### config.mk
export PLATFORM = sky130hd
export DESIGN_NAME = cmp_vref_ctrl
export DESIGN_NICKNAME = d
export VERILOG_FILES = /design/src/hw/cmp_edge_detect.v /design/src/hw/apb_byte_slave.v /design/src/hw/cmp_vref_ctrl.v
export VERILOG_INCLUDE_DIRS = /design/src /design/src/hw
export SDC_FILE = /design/constraint.sdc
export NUM_CORES = 1
export LEC_CHECK = 0
export BUFFER_PORTS_ARGS = -buffer_cell sky130_fd_sc_hd__buf_2
export CELL_PAD_IN_SITES_DETAIL_PLACEMENT = 0
export CELL_PAD_IN_SITES_GLOBAL_PLACEMENT = 2
export CORE_ASPECT_RATIO = 1.25
export CORE_MARGIN = 2
export CORE_UTILIZATION = 36
export CTS_BUF_LIST = sky130_fd_sc_hd__clkbuf_2
export CTS_CLUSTER_SIZE = 12
export DETAILED_ROUTE_END_ITERATION = 12
export PLACE_DENSITY = 0.95
export SETUP_SLACK_MARGIN = 0.15
export SLEW_MARGIN = 20
export SYNTH_ARGS = -nofsm -noshare
export SYNTH_HDL_FRONTEND = slang
export SYNTH_SLANG_ARGS = --single-unit
### constraint.sdc
create_clock -name I_CLK_SYS -period 3.19 [get_ports I_CLK_SYS]
set_clock_uncertainty 0.05 [all_clocks]
set_input_delay 0.319 -clock I_CLK_SYS [delete_from_list [all_inputs] [get_ports I_CLK_SYS]]
set_output_delay 0.319 -clock I_CLK_SYS [all_outputs]
set_load 0.03 [all_outputs]
### src/hw/cmp_vref_regs.vh
// Register map, field positions and reset values
// for the comparator reference control block; included by the edge detector and the top in hw.
`ifndef CMP_VREF_REGS_VH
`define CMP_VREF_REGS_VH

// Reference keeps its register index; its byte address is four times it
`define IDX_REF_SETUP  12'hF53
`define A_REF_SETUP    14'h3D4C
`define A_CMP0_SETUP   14'h0000
`define A_CMP1_SETUP   14'h0004
`define A_CMP2_SETUP   14'h0008
`define A_CMP_OUTPUTS  14'h000C
`define A_IRQ_STATUS   14'h0010
`define A_IRQ_MASK     14'h0014
`define A_SLEEP_CTRL   14'h0018

`define RST_SETUP      8'h00
`define RST_WORD       32'h0000_0000
`define RST_ZERO3      3'h0

// Reference setup fields
`define F_LADDER_ON    7
`define F_LEVEL_PIN    6
`define F_RANGE        5
`define F_SUPPLY       4
`define F_TAP_HI       3
`define F_TAP_LO       0

// Comparator setup fields
`define F_CMP_ON       7
`define F_CMP_PIN      6
`define F_CMP_INV      5
`define F_EDGE_HI      4
`define F_EDGE_LO      3
`define F_PLUS         2
`define F_MINUS_HI     1
`define F_MINUS_LO     0

`define EDGE_NONE      2'h0
`define EDGE_RISE      2'h1
`define EDGE_FALL      2'h2
`define EDGE_ANY       2'h3

`define NUM_CMP        3
`define SLEEP_BIT      0
`endif

### src/hw/cmp_edge_detect.v
// One comparator's output path: polarity, level register and edge event.
// Assumes a raw comparator level already synchronous to the clock.
`timescale 1ns/1ps
`include "cmp_vref_regs.vh"
module cmp_edge_detect
(
    // Clock and reset
    input  wire       i_clk,
    input  wire       i_nrst,
    // Setup
    input  wire       i_enable,
    input  wire       i_invert,
    input  wire [1:0] i_edge,
    // Raw level
    input  wire       i_raw,
    // Results
    output reg        o_level,
    output wire       o_event
);
    reg  prev_ff;
    wire cur  = i_enable & (i_raw ^ i_invert);
    wire rise = cur & ~prev_ff;
    wire fall = ~cur & prev_ff;

    // No clock gating here, so detection keeps running in sleep
    always @(posedge i_clk or negedge i_nrst)
    begin
        if (!i_nrst)
        begin
            prev_ff <= 1'b0;
            o_level <= 1'b0;
        end
        else
        begin
            prev_ff <= cur;
            o_level <= cur;
        end
    end

    assign o_event = i_enable &
                     (((i_edge == `EDGE_RISE) & rise) |
                      ((i_edge == `EDGE_FALL) & fall) |
                      ((i_edge == `EDGE_ANY)  & (rise | fall)));
endmodule

### src/hw/apb_byte_slave.v
// APB slave front end: one-wait-state-free decode of word accesses.
// Assumes a standard APB master; answers in the access cycle.
`timescale 1ns/1ps
module apb_byte_slave
(
    // APB
    input  wire        i_psel,
    input  wire        i_penable,
    input  wire        i_pwrite,
    input  wire [13:0] i_paddr,
    // Decoded strobes
    output wire        o_wr,
    output wire        o_rd,
    output wire [13:0] o_addr
);
    // Write in access phase only, so it lands exactly once; read in setup phase
    assign o_wr   = i_psel & i_penable & i_pwrite;
    assign o_rd   = i_psel & ~i_penable & ~i_pwrite;
    assign o_addr = i_paddr;
endmodule

### src/hw/cmp_vref_ctrl.v
// Top: comparator and voltage reference digital control with APB.
// Assumes analog comparators give levels synchronous to I_CLK_SYS.
//
// Register access over APB was decided locally.
`timescale 1ns/1ps
`include "cmp_vref_regs.vh"
module cmp_vref_ctrl
(
    // Clock and reset
    input  wire        I_CLK_SYS,
    input  wire        I_NRST,
    // APB
    input  wire        I_PSEL,
    input  wire        I_PENABLE,
    input  wire        I_PWRITE,
    input  wire [13:0] I_PADDR,
    input  wire [31:0] I_PWDATA,
    output reg  [31:0] O_PRDATA,
    output wire        O_PREADY,
    output reg         O_PSLVERR,
    // Analog comparator levels
    input  wire [2:0]  I_CMP_RAW,
    // Ladder controls
    output reg         O_LADDER_ON,
    output reg         O_LEVEL_TO_PIN,
    output reg         O_RANGE_SELECT,
    output reg         O_SUPPLY_SOURCE_SELECT,
    output reg  [3:0]  O_TAP_VALUE,
    // Comparator controls
    output reg  [2:0]  O_CMP_ON,
    output reg  [2:0]  O_CMP_PIN_DRIVE,
    output reg  [2:0]  O_PLUS_INPUT_SELECT,
    output reg  [5:0]  O_MINUS_INPUT_SELECT,
    output reg  [2:0]  O_CMP_OUT,
    // Sleep and interrupt
    output reg         O_WAKE,
    output reg         O_IRQ
);
    reg  [7:0]  ref_setup_ff;
    reg  [7:0]  cmp_setup_ff [0:2];
    reg  [2:0]  irq_status_ff;
    reg  [2:0]  irq_mask_ff;
    reg         sleep_ff;
    wire        wr;
    wire        rd;
    wire [13:0] addr;
    wire [2:0]  level;
    wire [2:0]  evt;
    reg  [2:0]  nxt_status;
    reg  [31:0] nxt_rdata;
    reg         nxt_err;
    reg  [7:0]  nxt_ref;
    reg  [23:0] nxt_cmp;
    integer     k;

    function is_mapped;
        input [13:0] a;
        begin
            is_mapped = (a == `A_REF_SETUP)  | (a == `A_CMP0_SETUP) |
                        (a == `A_CMP1_SETUP) | (a == `A_CMP2_SETUP) |
                        (a == `A_CMP_OUTPUTS) | (a == `A_IRQ_STATUS) |
                        (a == `A_IRQ_MASK)   | (a == `A_SLEEP_CTRL);
        end
    endfunction

    apb_byte_slave u_apb
    (
        .i_psel    (I_PSEL),
        .i_penable (I_PENABLE),
        .i_pwrite  (I_PWRITE),
        .i_paddr   (I_PADDR),
        .o_wr      (wr),
        .o_rd      (rd),
        .o_addr    (addr)
    );

    genvar g;
    generate
        for (g = 0; g < `NUM_CMP; g = g + 1)
        begin : g_cmp
            cmp_edge_detect u_edge
            (
                .i_clk    (I_CLK_SYS),
                .i_nrst   (I_NRST),
                .i_enable (cmp_setup_ff[g][`F_CMP_ON]),
                .i_invert (cmp_setup_ff[g][`F_CMP_INV]),
                .i_edge   (cmp_setup_ff[g][`F_EDGE_HI:`F_EDGE_LO]),
                .i_raw    (I_CMP_RAW[g]),
                .o_level  (level[g]),
                .o_event  (evt[g])
            );
        end
    endgenerate

    // Zero-wait slave
    assign O_PREADY = 1'b1;

    // Registers; sleep touches none but sleep_ff, cleared at wake-up
    always @(posedge I_CLK_SYS or negedge I_NRST)
    begin
        if (!I_NRST)
        begin
            ref_setup_ff    <= `RST_SETUP;
            cmp_setup_ff[0] <= `RST_SETUP;
            cmp_setup_ff[1] <= `RST_SETUP;
            cmp_setup_ff[2] <= `RST_SETUP;
            irq_mask_ff     <= `RST_ZERO3;
            sleep_ff        <= 1'b0;
        end
        else if (wr)
        begin
            // Setup holds unless written, also across wake-up
            if (addr == `A_REF_SETUP)
                ref_setup_ff <= I_PWDATA[7:0];
            if (addr == `A_CMP0_SETUP)
                cmp_setup_ff[0] <= I_PWDATA[7:0];
            if (addr == `A_CMP1_SETUP)
                cmp_setup_ff[1] <= I_PWDATA[7:0];
            if (addr == `A_CMP2_SETUP)
                cmp_setup_ff[2] <= I_PWDATA[7:0];
            if (addr == `A_IRQ_MASK)
                irq_mask_ff <= I_PWDATA[2:0];
            if (addr == `A_SLEEP_CTRL)
                sleep_ff <= I_PWDATA[`SLEEP_BIT];
        end
        else if (sleep_ff && |(irq_status_ff & irq_mask_ff))
            sleep_ff <= 1'b0;
    end

    // Sticky status; a new event beats write-one-to-clear
    always @*
    begin
        nxt_status = irq_status_ff;
        if (wr && addr == `A_IRQ_STATUS)
            nxt_status = nxt_status & ~I_PWDATA[2:0];
        nxt_status = nxt_status | evt;
    end

    // Controls take a written value at the write edge itself
    always @*
    begin
        nxt_ref = ref_setup_ff;
        nxt_cmp = {cmp_setup_ff[2], cmp_setup_ff[1], cmp_setup_ff[0]};
        if (wr && addr == `A_REF_SETUP)
            nxt_ref = I_PWDATA[7:0];
        if (wr && addr == `A_CMP0_SETUP)
            nxt_cmp[7:0] = I_PWDATA[7:0];
        if (wr && addr == `A_CMP1_SETUP)
            nxt_cmp[15:8] = I_PWDATA[7:0];
        if (wr && addr == `A_CMP2_SETUP)
            nxt_cmp[23:16] = I_PWDATA[7:0];
    end

    always @*
    begin
        nxt_rdata = `RST_WORD;
        case (addr)
            `A_REF_SETUP:   nxt_rdata[7:0] = ref_setup_ff;
            `A_CMP0_SETUP:  nxt_rdata[7:0] = cmp_setup_ff[0];
            `A_CMP1_SETUP:  nxt_rdata[7:0] = cmp_setup_ff[1];
            `A_CMP2_SETUP:  nxt_rdata[7:0] = cmp_setup_ff[2];
            `A_CMP_OUTPUTS: nxt_rdata[2:0] = level;
            `A_IRQ_STATUS:  nxt_rdata[2:0] = irq_status_ff;
            `A_IRQ_MASK:    nxt_rdata[2:0] = irq_mask_ff;
            `A_SLEEP_CTRL:  nxt_rdata[0]   = sleep_ff;
            default:        nxt_rdata      = `RST_WORD;
        endcase
        nxt_err = I_PSEL & ~I_PENABLE & ~is_mapped(addr);
    end

    always @(posedge I_CLK_SYS or negedge I_NRST)
    begin
        if (!I_NRST)
        begin
            irq_status_ff          <= `RST_ZERO3;
            O_PRDATA               <= `RST_WORD;
            O_PSLVERR              <= 1'b0;
            O_LADDER_ON            <= 1'b0;
            O_LEVEL_TO_PIN         <= 1'b0;
            O_RANGE_SELECT         <= 1'b0;
            O_SUPPLY_SOURCE_SELECT <= 1'b0;
            O_TAP_VALUE            <= 4'h0;
            O_CMP_ON               <= `RST_ZERO3;
            O_CMP_PIN_DRIVE        <= `RST_ZERO3;
            O_PLUS_INPUT_SELECT    <= `RST_ZERO3;
            O_MINUS_INPUT_SELECT   <= 6'h00;
            O_CMP_OUT              <= `RST_ZERO3;
            O_WAKE                 <= 1'b0;
            O_IRQ                  <= 1'b0;
        end
        else
        begin
            irq_status_ff <= nxt_status;
            // Read data latched in setup, held through access
            if (rd)
                O_PRDATA <= nxt_rdata;
            if (I_PSEL && !I_PENABLE)
                O_PSLVERR <= nxt_err;
            // Ladder mirrors its register, so no extra cycle of lag
            O_LADDER_ON    <= nxt_ref[`F_LADDER_ON];
            O_LEVEL_TO_PIN <= nxt_ref[`F_LEVEL_PIN];
            O_RANGE_SELECT <= nxt_ref[`F_RANGE];
            O_SUPPLY_SOURCE_SELECT <= nxt_ref[`F_SUPPLY];
            O_TAP_VALUE <= nxt_ref[`F_TAP_HI:`F_TAP_LO];
            for (k = 0; k < `NUM_CMP; k = k + 1)
            begin
                O_CMP_ON[k]            <= nxt_cmp[8*k+`F_CMP_ON];
                O_CMP_PIN_DRIVE[k]     <= nxt_cmp[8*k+`F_CMP_PIN];
                O_PLUS_INPUT_SELECT[k] <= nxt_cmp[8*k+`F_PLUS];
                O_MINUS_INPUT_SELECT[2*k +: 2] <=
                    nxt_cmp[8*k+`F_MINUS_LO +: 2];
            end
            O_CMP_OUT <= level;
            // Wake pulses while asleep and an unmasked flag is up
            O_WAKE <= sleep_ff & |(nxt_status & irq_mask_ff);
            O_IRQ  <= |(nxt_status & irq_mask_ff);
        end
    end
endmodule

==> metrics.txt, run 1 <==
result of the run=completed; fill cell total of the finished layout=961; max-capacitance violation count=0; number of DRC violations after detailed-routing iteration 0=111; wire length of the first global-routing pass=12.6 mm; Pwr per Cell Area=400 nW/um2; count of flip-flops with a built-in enable after synthesis=0; final design instance area without fill=4100 um2; post-CTS repair timing setup buffer count=0; Async SR Flop Fraction=100%; sequential group share of total power=61.8%; Min-Delay Path Class=primary input to flop; cell depth of the worst flop-to-flop path=8; portion of total power attributed to combinational logic=9.2%; leading post-synthesis cells by cell area=sky130_fd_sc_hd__dfrtp_1, sky130_fd_sc_hd__mux2_2, sky130_fd_sc_hd__buf_4; Placed Area=3960 um2; Unique masters post-synth=53; Die Footprint=10800 um2; Critical Path Max Stage Delay=0.45 ns; via count of the first global-routing pass=2487; count of standard-cell rows=40; sequential cell area fraction in the yosys report=55.1%; Slew @ Worst Pin=0.967 ns; kind of critical path=flop to flop; number of instances in the synthesized netlist=297; height of the die=116 um; largest net degree at the start of global routing=80; Crit-path slowest cell=sky130_fd_sc_hd__dfrtp_1; worst path cell trace=xor2_1 -> nand2_1 -> ha_1 -> and2_1 -> o31ai_1 -> a21oi_1 -> o21a_1 -> a31oi_1; maximum clock frequency=515 MHz; total number of cells along the worst setup path=8; count of cells resized by post-cts repair=0; CTS H-tree lvls=3; worst-skew pair later-pin latency=0.51 ns; area of the multi-input gates=1430 um2; unrepaired setup endpoints after global routing=false; total grt overflow=0; Ys Warns=0; # port buffers=66; switching share of total power=29.6%; source of the worst register-to-register timing path=cmp_setup_ff[21]$_DFFE_PN0P_; number of buffers created by CTS=9; Mapped Avg Cell Area=12.1 um2; number of failing setup endpoints in the final timing report=0; maximum clock path buffer count=2; peak supply drop=0.261 mV; Placeable Area=9660 um2; type of destination of the critical path=flop; critical path launch point=cmp_setup_ff[21]$_DFFE_PN0P_; clock sink count=79; internal power=0.00116 W; share of the synthesized area in the top cell type=55.1%; WP data required=3.58 ns; number of remaining DRC errors=0; number of nets at the end of the flow=434; reg-to-reg critical path endpoint=O_WAKE$_DFF_PN0_; Horiz. Die Dim=93.3 um; dominant synthesized flop cell=sky130_fd_sc_hd__dfrtp_1; root buf cell=sky130_fd_sc_hd__clkbuf_2; ANT cells=0; area growth from synthesis to layout=14.3%; min cycle time layout=1.94 ns; remaining antenna violation count=0; synthesis-stage register bit count=79; Setup Total Neg Slack=0 ns; portion of total power attributed to the clock network=29.0%; antenna violations before repair=0; RD Place Congestion=0.831; Overall Global Routing Usage=15.4%; top-level port count=116; final clock period utilization by the worst path=60.8%; detailed-routing iteration count for the pre-antenna-repair pass=4; top-count cell post-synth=sky130_fd_sc_hd__dfrtp_1; commonest cells in the synthesized netlist=sky130_fd_sc_hd__dfrtp_1, sky130_fd_sc_hd__mux2_2, sky130_fd_sc_hd__buf_4; initial core utilization=37.1%; arrival time worst endpoint=2.33 ns; worst max-slew margin expressed relative to the limit=35.6%; DR vias=2513; number of slew-limit violations in the final report=0; number of vias per cell after detailed routing=4.98; Power Total=0.00164 W; Register-to-Register Setup Slack=1.25 ns; area taken by flip-flops and latches=1980 um2; highest net fanout along the worst path=3; leakage power summed over all cells=2.10 nW; library cell occupying the most area in the post-synthesis netlist=sky130_fd_sc_hd__dfrtp_1; Bufs and invs on worst path=0; quantity of hold-fixing buffers added after cts=2; ratio of cells with drive above 1 in the final layout=35.9%; final hold violation count=0; family of cells with the greatest summed delay on the critical path=compound AO/OA/AOI/OAI gates; Clock transition at path regs=0.22 ns; post-detailed-route wirelength per cell=15.7 um; post-synth design cell area=3580 um2; NetSw=0.000485 W; clock tree from TritonCTS=built; category of the worst setup path launch point=flop; total length of routed wires=7.91 mm; DPL Wire Length=5.89 mm; Critical Path End=O_WAKE$_DFF_PN0_
through the flow:
stage               cells  setup WS, ns  hold slack, ns  util, %
finish                505          1.25          0.0492     42.4
global route          505          1.09         0.00384     42.4
CTS                   503          1.26        0.000911     42.2
detailed placement    485         0.705           0.391     41.0
global placement      485         0.743           0.387     41.0
floorplan             320          1.19         -0.0266        -
worst reg2reg max path, delay by kind of cell, from the launching register on:
family,cells,cell delay (ns)
XOR/XNOR,1,0.15
AND/OR/NAND/NOR,2,0.25
AO/OA/AOI/OAI,4,0.73
flip-flops,1,0.45
adder cells (fa/ha/maj),1,0.27
state kept, by name, indices dropped and copies added, names as in the netlist, 3 cells and up:
signal	cells
O_CMP_OUT	3
cmp_setup_ff	24
O_PLUS_INPUT_SELECT	3
irq_status_ff	3
O_CMP_ON	3
g_cmp.u_edge.o_level	3
O_TAP_VALUE	4
O_CMP_PIN_DRIVE	3
irq_mask_ff	3
O_PRDATA	8
O_MINUS_INPUT_SELECT	6
ref_setup_ff	8
cell families (layout without fill, tap and decap cells):
logic type | count (synthesis) | after routing | share of synthesized area (%)
mux | 38 | 38 | 11.9
xor+xnor | 3 | 3 | 0.733
buf+inv | 40 | 99 | 7.29
simple gates | 79 | 79 | 12.5
flops | 79 | 79 | 55.1
fa+ha+maj | 6 | 6 | 2.09
other cells | 2 | 25 | 0.210
compound gates | 50 | 50 | 10.2
area by class of cell:
type | instances | share of cell area [%]
multi-input combinational | 201 | 35.0
clock buffer | 9 | 1.10
inverter | 10 | 0.916
tap | 126 | 3.85
clock inverter | 7 | 1.31
sequential | 79 | 48.2
timing repair buffer | 73 | 9.65
worst min-delay path by stage:
stage	start	endpoint	slack (ns)	cells past startpoint
floorplan	I_NRST	O_CMP_ON[0]$_DFF_PN0_	-0.03	0
global placement	g_cmp[1].u_edge.o_level$_DFF_PN0_	O_CMP_OUT[1]$_DFF_PN0_	0.39	0
detailed placement	g_cmp[1].u_edge.o_level$_DFF_PN0_	O_CMP_OUT[1]$_DFF_PN0_	0.39	0
CTS	I_PWDATA[6]	O_LEVEL_TO_PIN$_DFF_PN0_	0.0009	2
global route	I_PWDATA[3]	cmp_setup_ff[3]$_DFFE_PN0P_	0.004	2
finish	I_PWDATA[3]	cmp_setup_ff[3]$_DFFE_PN0P_	0.05	2
metal layers:
layer  vias up  wire length, um  global-route usage, %
met5         -                0                      0
met4         0              203                   7.06
met3        15              427                   3.64
met2        89             3840                   25.3
met1      1237             3440                   19.3
li1       1172                -                      -
layout by cell type, fill, tap and decap left out, drive strengths merged, types with 4 or more instances in the layout:
master       count
nand2           22
a221oi           6
nor2            20
ha               6
a22oi            7
dfrtp           79
buf             69
o21ai           10
nor3             9
inv             13
dlygate4sd3      4
a21oi            4
nor4             5
nand4            5
mux2            36
clkbuf           9
conb            25
power groups by stage:
stage	logic, W	clock network [W]	registers [W]
after global placement	0.000147	0	0.00103
after CTS	0.000151	0.000494	0.00101
after detailed placement	0.000148	0	0.00103
final	0.000151	0.000476	0.00101
after global routing	0.000166	0.000541	0.00102
after floorplan	0.0000935	0	0.00105
Power figures use the tool's default switching activity.
==> run 2, diff against run 1 <==
Settings changed: ABC_AREA set to 1, CORE_UTILIZATION 36 to 28, PLACE_DENSITY 0.95 to 0.84.
Clock period 3.19 ns to 1.6 ns, I/O delays scaled along.
==> run 2 against run 1 <==
  * The run now ends with setup timing left
  * Register-to-register slack got worse by 1.4 ns
  * Sequential power increased by 99%
  * Count of clock-buffer cells in the layout did not move
  * Sequential cell count did not move
  * Critical endpoint unchanged
==> metrics.txt, run 2 <==
type of destination of the critical path=flop (unchanged); antenna violations before repair=1 (was 0); arrival time worst endpoint=2.18 ns (was 2.33 ns); category of the worst setup path launch point=flop (unchanged); peak supply drop=0.449 mV (was 0.261 mV); number of vias per cell after detailed routing=4.31 (was 4.98); number of remaining DRC errors=0 (unchanged); RD Place Congestion=0.805 (was 0.831); source of the worst register-to-register timing path=cmp_setup_ff[21]$_DFFE_PN0P_ (unchanged); worst path cell trace=nand2_1 -> nand2_1 -> nor2_2 -> inv_1 -> ha_1 -> nand3_1 -> o2111ai_2 -> buf_4 -> nand2_4 -> nand2_2 -> nand3_2 -> nand2_1 -> inv_1 (was xor2_1 -> nand2_1 -> ha_1 -> and2_1 -> o31ai_1 -> a21oi_1 -> o21a_1 -> a31oi_1); leakage power summed over all cells=2.56 nW (was 2.10 nW); Final Hold Slack=0.0526 ns (was 0.0492 ns); height of the die=135 um (was 116 um); initial core utilization=28.8% (was 37.1%); dominant synthesized flop cell=sky130_fd_sc_hd__dfrtp_1 (unchanged); Slew @ Worst Pin=0.520 ns (was 0.967 ns); count of standard-cell rows=47 (was 40); post-detailed-route wirelength per cell=14.2 um (was 15.7 um); root buf cell=sky130_fd_sc_hd__clkbuf_2 (unchanged); Min-Delay Path Class=primary input to flop (unchanged); number of buffers created by CTS=9 (unchanged); result of the run=finished, violations left (was completed); final clock period utilization by the worst path=110% (was 60.8%); Mapped Avg Cell Area=9.51 um2 (was 12.1 um2); number of DRC violations after detailed-routing iteration 0=120 (was 111); via count of the first global-routing pass=2909 (was 2487); max-capacitance violation count=0 (unchanged); Ys Warns=0 (unchanged); Horiz. Die Dim=108 um (was 93.3 um); Pwr per Cell Area=766 nW/um2 (was 400 nW/um2); unrepaired setup endpoints after global routing=true (was false); sequential cell area fraction in the yosys report=51.7% (was 55.1%); commonest cells in the synthesized netlist=sky130_fd_sc_hd__nand2_1, sky130_fd_sc_hd__dfrtp_1, sky130_fd_sc_hd__o21ai_2 (was sky130_fd_sc_hd__dfrtp_1, sky130_fd_sc_hd__mux2_2, sky130_fd_sc_hd__buf_4); worst-skew pair later-pin latency=0.57 ns (was 0.51 ns); clock tree from TritonCTS=built (unchanged); number of slew-limit violations in the final report=0 (unchanged); worst max-slew margin expressed relative to the limit=65.3% (was 35.6%); CTS H-tree lvls=3 (unchanged); cell occurring most often along the worst timing path=sky130_fd_sc_hd__nand2_1; number of failing setup endpoints in the final timing report=3 (was 0); family of cells with the greatest summed delay on the critical path=simple AND/OR/NAND/NOR gates (was compound AO/OA/AOI/OAI gates); final hold violation count=0 (unchanged); DPL Wire Length=7.16 mm (was 5.89 mm); number of instances in the synthesized netlist=402 (was 297); top-count cell post-synth=sky130_fd_sc_hd__nand2_1 (was sky130_fd_sc_hd__dfrtp_1); share of the synthesized area in the top cell type=51.7% (was 55.1%); WP data required=2.03 ns (was 3.58 ns); maximum clock frequency=569 MHz (was 515 MHz); largest net degree at the start of global routing=54 (was 80); total length of routed wires=9.89 mm (was 7.91 mm); Critical Path Max Stage Delay=0.45 ns (about the same); highest net fanout along the worst path=3 (unchanged); remaining antenna violation count=0 (unchanged); library cell occupying the most area in the post-synthesis netlist=sky130_fd_sc_hd__dfrtp_1 (unchanged); Crit-path slowest cell=sky130_fd_sc_hd__dfrtp_1 (unchanged); registers with the most flip-flops=cmp_setup_ff: 24 flops, O_PRDATA: 8 flops, ref_setup_ff: 8 flops (unchanged); Async SR Flop Fraction=100% (unchanged); maximum clock path buffer count=2 (unchanged); total grt overflow=0 (unchanged); commonest cells after routing, fill and taps aside=sky130_fd_sc_hd__nand2_1, sky130_fd_sc_hd__dfrtp_1, sky130_fd_sc_hd__buf_2, sky130_fd_sc_hd__o21ai_2, sky130_fd_sc_hd__buf_4 (was sky130_fd_sc_hd__dfrtp_1, sky130_fd_sc_hd__buf_2, sky130_fd_sc_hd__mux2_2, sky130_fd_sc_hd__conb_1, sky130_fd_sc_hd__nand2_1); DR vias=2995 (was 2513); min cycle time layout=1.76 ns (was 1.94 ns); area growth from synthesis to layout=29.4% (was 14.3%); worst slack at placement=-0.132 ns (was 0.705 ns); largest register by flop count=cmp_setup_ff (unchanged); kind of critical path=flop to flop (unchanged); wire length of the first global-routing pass=15.2 mm (was 12.6 mm); setup ws final=-0.156 ns (was 1.25 ns); Bufs and invs on worst path=3 (was 0); Largest register FFs=24 (unchanged); count of flip-flops with a built-in enable after synthesis=0 (unchanged); Worst Hold Launch=I_PADDR[4] (was I_PWDATA[3]); post-synth design cell area=3820 um2 (was 3580 um2); detailed-routing iteration count for the pre-antenna-repair pass=4 (unchanged); top-level port count=116 (unchanged); Placeable Area=13300 um2 (was 9660 um2); clock sink count=79 (unchanged); leading post-synthesis cells by cell area=sky130_fd_sc_hd__dfrtp_1, sky130_fd_sc_hd__nand2_1, sky130_fd_sc_hd__o21ai_2 (was sky130_fd_sc_hd__dfrtp_1, sky130_fd_sc_hd__mux2_2, sky130_fd_sc_hd__buf_4); violated checks=setup timing; ratio of cells with drive above 1 in the final layout=36.3% (was 35.9%); Overall Global Routing Usage=13.9% (was 15.4%); commonest non-fill, non-tap cell in the layout=sky130_fd_sc_hd__nand2_1 (was sky130_fd_sc_hd__dfrtp_1); # port buffers=66 (unchanged); Clock transition at path regs=0.25 ns (was 0.22 ns); Unique masters post-synth=30 (was 53); synthesis-stage register bit count=79 (unchanged); number of nets at the end of the flow=578 (was 434); critical path launch point=cmp_setup_ff[21]$_DFFE_PN0P_ (unchanged); Die Footprint=14600 um2 (was 10800 um2)
## run 2: cell families after synthesis
logic type | count (synthesis) | synth area share [%]
adder cells (fa/ha/maj) | 6 | 1.96
other | 2 | 0.197
flip-flops | 79 | 51.7
AND/OR/NAND/NOR | 203 | 26.3
buffers and inverters | 62 | 9.82
AO/OA/AOI/OAI | 50 | 10.0
## run 2: worst paths after layout
path / end / slack (ns) / depth (start not counted)
max: O_WAKE$_DFF_PN0_ / -0.16 / 13
min: sleep_ff$_DFFE_PN0P_ / 0.05 / 7
max reg2reg: O_WAKE$_DFF_PN0_ / -0.16 / 13
min reg2reg: O_CMP_OUT[2]$_DFF_PN0_ / 0.40 / 0
max in group asynchronous: irq_mask_ff[0]$_DFFE_PN0P_ / 0.39 / 4
min in group asynchronous: O_CMP_OUT[2]$_DFF_PN0_ / 0.57 / 4
## run 2: report_power, final
group | total (W) | switching [W] | internal, W | leakage, nW
clock | 0.00146 | 0.000763 | 0.000698 | 0.0990
sequential | 0.00201 | 0.00000169 | 0.00200 | 1.10
combinational | 0.000320 | 0.000228 | 0.0000915 | 1.36
total | 0.00379 | 0.000992 | 0.00279 | 2.56
## run 2: per-layer routing
layer / global-route usage [%] / part of all wire (%) / wire length, um
met5: 0 / 0 / 0
met4: 9.26 / 4.8 / 475
met1: 17.7 / 44 / 4340
met3: 2.03 / 4.1 / 402
met2: 21.7 / 47 / 4670
## run 2: cell type report
class / instances / area (um2)
Clock inverter: 7 / 128
Antenna cell: 1 / 2.50
Clock buffer: 9 / 45.0
Timing Repair Buffer: 114 / 812
Inverter: 30 / 115
Fill cell: 1417 / 8350
Tap cell: 171 / 214
Sequential cell: 79 / 1980
Multi-Input combinational cell: 284 / 1650
## run 2: through the flow
step / instances / total power [W] / utilization (%) / cell area, um2 / TNS (ns)
detailed placement: 647 / 0.00231 / 32.7 / 4350 / -0.189
floorplan: 425 / 0.00224 / - / 3920 / 0
global route: 695 / 0.00395 / 37.2 / 4940 / -0.613
CTS: 683 / 0.00382 / 35.6 / 4730 / -2.44
finish: 695 / 0.00379 / 37.2 / 4940 / -0.297
global placement: 647 / 0.00231 / 32.7 / 4350 / -0.103
## run 2: what timing repair did
item | 4_1_cts | 5_1_grt
endpoints found under the setup margin | 3 | 22
buffers inserted | 1 | 10
endpoints found under the hold margin | 129 | 4
gates resized for setup | 2 | 42
hold buffers | 19 | 2
pin swaps | 2 | 4
## run 2: worst reg2reg max path, delay by kind of cell, from the launching register on
family / cells / cell delay (ns)
buf+inv: 3 / 0.25
flops: 1 / 0.45
fa+ha+maj: 1 / 0.27
compound gates: 1 / 0.07
simple gates: 8 / 0.57
==> run 3, diff against run 2 <==
Settings changed: ABC_AREA 1 to unset, CORE_UTILIZATION 28 to 30, PLACE_DENSITY 0.84 to 0.85.
==> run 3 against run 2 <==
  * The run still ends with setup timing left
  * Sequential power barely moved
  * Global-route usage rose by 1.4 points
  * Highest routed layer unchanged
  * Cell area rose by 2.7%
  * Non-clock buffer count rose by 22
  * Utilization rose by 6.5 points
  * Count of clock-buffer cells in the layout did not move
  * Cell count fell by 13%
  * Wire length fell by 7.2%
  * Largest cell class unchanged
  * Clock power fell by 15%
  * Die area fell by 12%
==> metrics.txt, run 3 (synthesized netlist as in run 1, its figures left out) <==
result of the run=finished, violations left (unchanged); violated checks=setup timing (unchanged); final clock period utilization by the worst path=107% (was 110%); largest register by flop count=cmp_setup_ff (unchanged); remaining antenna violation count=0 (unchanged); wire length of the first global-routing pass=14.8 mm (was 15.2 mm); number of nets at the end of the flow=497 (was 578); number of buffers created by CTS=9 (unchanged); category of the worst setup path launch point=flop (unchanged); clock tree from TritonCTS=built (unchanged); Clock transition at path regs=0.21 ns (was 0.25 ns); Die Footprint=12800 um2 (was 14600 um2); kind of critical path=flop to flop (unchanged); total grt overflow=0 (unchanged); height of the die=126 um (was 135 um); commonest cells after routing, fill and taps aside=sky130_fd_sc_hd__dfrtp_1, sky130_fd_sc_hd__buf_2, sky130_fd_sc_hd__buf_4, sky130_fd_sc_hd__conb_1, sky130_fd_sc_hd__mux2_4 (was sky130_fd_sc_hd__nand2_1, sky130_fd_sc_hd__dfrtp_1, sky130_fd_sc_hd__buf_2, sky130_fd_sc_hd__o21ai_2, sky130_fd_sc_hd__buf_4); via count of the first global-routing pass=2984 (was 2909); initial core utilization=30.9% (was 28.8%); post-detailed-route wirelength per cell=15.2 um (was 14.2 um); final hold violation count=0 (unchanged); count of standard-cell rows=44 (was 47); Pwr per Cell Area=722 nW/um2 (was 766 nW/um2); maximum clock frequency=585 MHz (was 569 MHz); peak supply drop=0.333 mV (was 0.449 mV); number of slew-limit violations in the final report=0 (unchanged); setup ws final=-0.110 ns (was -0.156 ns); Horiz. Die Dim=102 um (was 108 um); sequential group share of total power=55.1% (was 53.0%); area growth from synthesis to layout=41.7% (was 29.4%); Register-to-Register Setup Slack=-0.11 ns (was -0.16 ns); largest net degree at the start of global routing=37 (was 54); Placed Area=4560 um2 (was 4350 um2); worst slack at placement=-0.258 ns (was -0.132 ns); DR vias=2771 (was 2995); antenna violations before repair=0 (was 1); leakage power summed over all cells=2.56 nW (about the same); ANT cells=0 (was 1); Largest register FFs=24 (unchanged); cell count after placement=564 (was 647); CTS H-tree lvls=3 (unchanged); final design instance area without fill=5080 um2 (was 4940 um2); number of vias per cell after detailed routing=4.60 (was 4.31); NetSw=0.000986 W (was 0.000992 W); Overall Global Routing Usage=15.2% (was 13.9%); unrepaired setup endpoints after global routing=true (unchanged); Bufs and invs on worst path=0 (was 3); worst path cell trace=xor2_1 -> nand2_2 -> ha_4 -> a211oi_4 -> o21ai_4 -> o21a_1 -> a31oi_1 (was nand2_1 -> nand2_1 -> nor2_2 -> inv_1 -> ha_1 -> nand3_1 -> o2111ai_2 -> buf_4 -> nand2_4 -> nand2_2 -> nand3_2 -> nand2_1 -> inv_1); number of DRC violations after detailed-routing iteration 0=98 (was 120); quantity of hold-fixing buffers added after cts=15 (was 19); switching share of total power=26.9% (was 26.2%); worst-skew pair later-pin latency=0.52 ns (was 0.57 ns); detailed-routing iteration count for the pre-antenna-repair pass=4 (unchanged); internal power=0.00268 W (was 0.00279 W); highest net fanout along the worst path=2 (was 3); family of cells with the greatest summed delay on the critical path=compound AO/OA/AOI/OAI gates (was simple AND/OR/NAND/NOR gates); Placeable Area=11600 um2 (was 13300 um2); portion of total power attributed to combinational logic=11.1% (was 8.4%); # port buffers=66 (unchanged); DPL Wire Length=6.84 mm (was 7.16 mm); arrival time worst endpoint=2.13 ns (was 2.18 ns); RD Place Congestion=0.884 (was 0.805); ratio of cells with drive above 1 in the final layout=49.5% (was 36.3%); portion of total power attributed to the clock network=33.8% (was 38.6%); total length of routed wires=9.17 mm (was 9.89 mm); Final Hold Slack=0.0261 ns (was 0.0526 ns); number of failing setup endpoints in the final timing report=2 (was 3); root buf cell=sky130_fd_sc_hd__clkbuf_2 (unchanged); max-capacitance violation count=0 (unchanged); commonest non-fill, non-tap cell in the layout=sky130_fd_sc_hd__dfrtp_1 (was sky130_fd_sc_hd__nand2_1); Critical Path Max Stage Delay=0.44 ns (was 0.45 ns); type of destination of the critical path=flop (unchanged); number of remaining DRC errors=0 (unchanged); min cycle time layout=1.71 ns (was 1.76 ns); Crit-path slowest cell=sky130_fd_sc_hd__dfrtp_1 (unchanged); clock sink count=79 (unchanged); WP data required=2.02 ns (was 2.03 ns); non-filler cells in the finished layout=603 (was 695); maximum clock path buffer count=2 (unchanged); Min-Delay Path Class=primary input to flop (unchanged); registers with the most flip-flops=cmp_setup_ff: 24 flops, O_PRDATA: 8 flops, ref_setup_ff: 8 flops (unchanged); top-level port count=116 (unchanged)
-- run 3: cell types whose count changed in the layout (fill, tap and decap cells not counted), sizes merged, moves of 5 or more --
cell / delta
nand2: -104
mux2: +36
o21ai: -34
nand3: -28
buf: +27
inv: -21
nor2: -14
a22oi: +7
dlygate4sd3: -7
nor3: +7
a221oi: +6
nor4: +5
-- run 3: layer usage --
| metal | part of all wire [%] | track usage [%] |
|---|---|---|
| met1 | 43 | 18.9 |
| met2 | 50 | 25.0 |
| met3 | 4.9 | 3.00 |
| met4 | 2.4 | 7.23 |
| met5 | 0 | 0 |
-- run 3: path summary, 6_finish.rpt --
check	to	startpoint	cells after the start
setup / recovery	O_WAKE$_DFF_PN0_	cmp_setup_ff[5]$_DFFE_PN0P_	7
hold / removal	g_cmp[2].u_edge.o_level$_DFF_PN0_	I_CMP_RAW[2]	5
setup reg to reg	O_WAKE$_DFF_PN0_	cmp_setup_ff[5]$_DFFE_PN0P_	7
hold reg to reg	O_PSLVERR$_DFFE_PN0P_	O_PSLVERR$_DFFE_PN0P_	2
max in group asynchronous	irq_status_ff[0]$_DFF_PN0_	I_NRST	3
min in group asynchronous	O_CMP_OUT[2]$_DFF_PN0_	I_NRST	2
-- run 3: cell type report --
class / count / area, um2
Clock buffer: 9 / 45.0
Timing Repair Buffer: 136 / 986
Inverter: 10 / 37.5
Multi-Input combinational cell: 201 / 1740
Tap cell: 161 / 201
Fill cell: 1134 / 6540
Sequential cell: 79 / 1980
Clock inverter: 7 / 95.1
-- run 3: worst reg2reg max path: stages, from the launching register on --
cell and delay (ns):
sky130_fd_sc_hd__dfrtp_1 0.44, sky130_fd_sc_hd__xor2_1 0.16, sky130_fd_sc_hd__nand2_2 0.11, sky130_fd_sc_hd__ha_4 0.24, sky130_fd_sc_hd__a211oi_4 0.28, sky130_fd_sc_hd__o21ai_4 0.07, sky130_fd_sc_hd__o21a_1 0.19, sky130_fd_sc_hd__a31oi_1 0.13
-- run 3: power by group through the flow --
stage | sequential (W) | clock (W) | combinational [W]
4_1_cts | 0.00202 | 0.00128 | 0.000390
5_1_grt | 0.00202 | 0.00138 | 0.000440
3_3_place_gp | 0.00206 | 0 | 0.000360
3_5_place_dp | 0.00206 | 0 | 0.000364
6_report | 0.00202 | 0.00124 | 0.000406
2_1_floorplan | 0.00208 | 0 | 0.000195
-- run 3: metrics by stage --
stage               util, %  setup TNS, ns  power (W)
detailed placement     39.3         -13.00    0.00242
floorplan                 -         -0.245    0.00228
global route           43.7         -0.411    0.00384
CTS                    42.4         -0.208    0.00369
global placement       39.3         -11.28    0.00242
finish                 43.7         -0.153    0.00367
-- run 3: timing repair --
item	in CTS	in global routing
gates cloned	0	0
hold endpoints to repair	153	1
setup endpoints to repair	8	21
resized for setup	15	35
buffers inserted	3	6
pin swaps	11	12
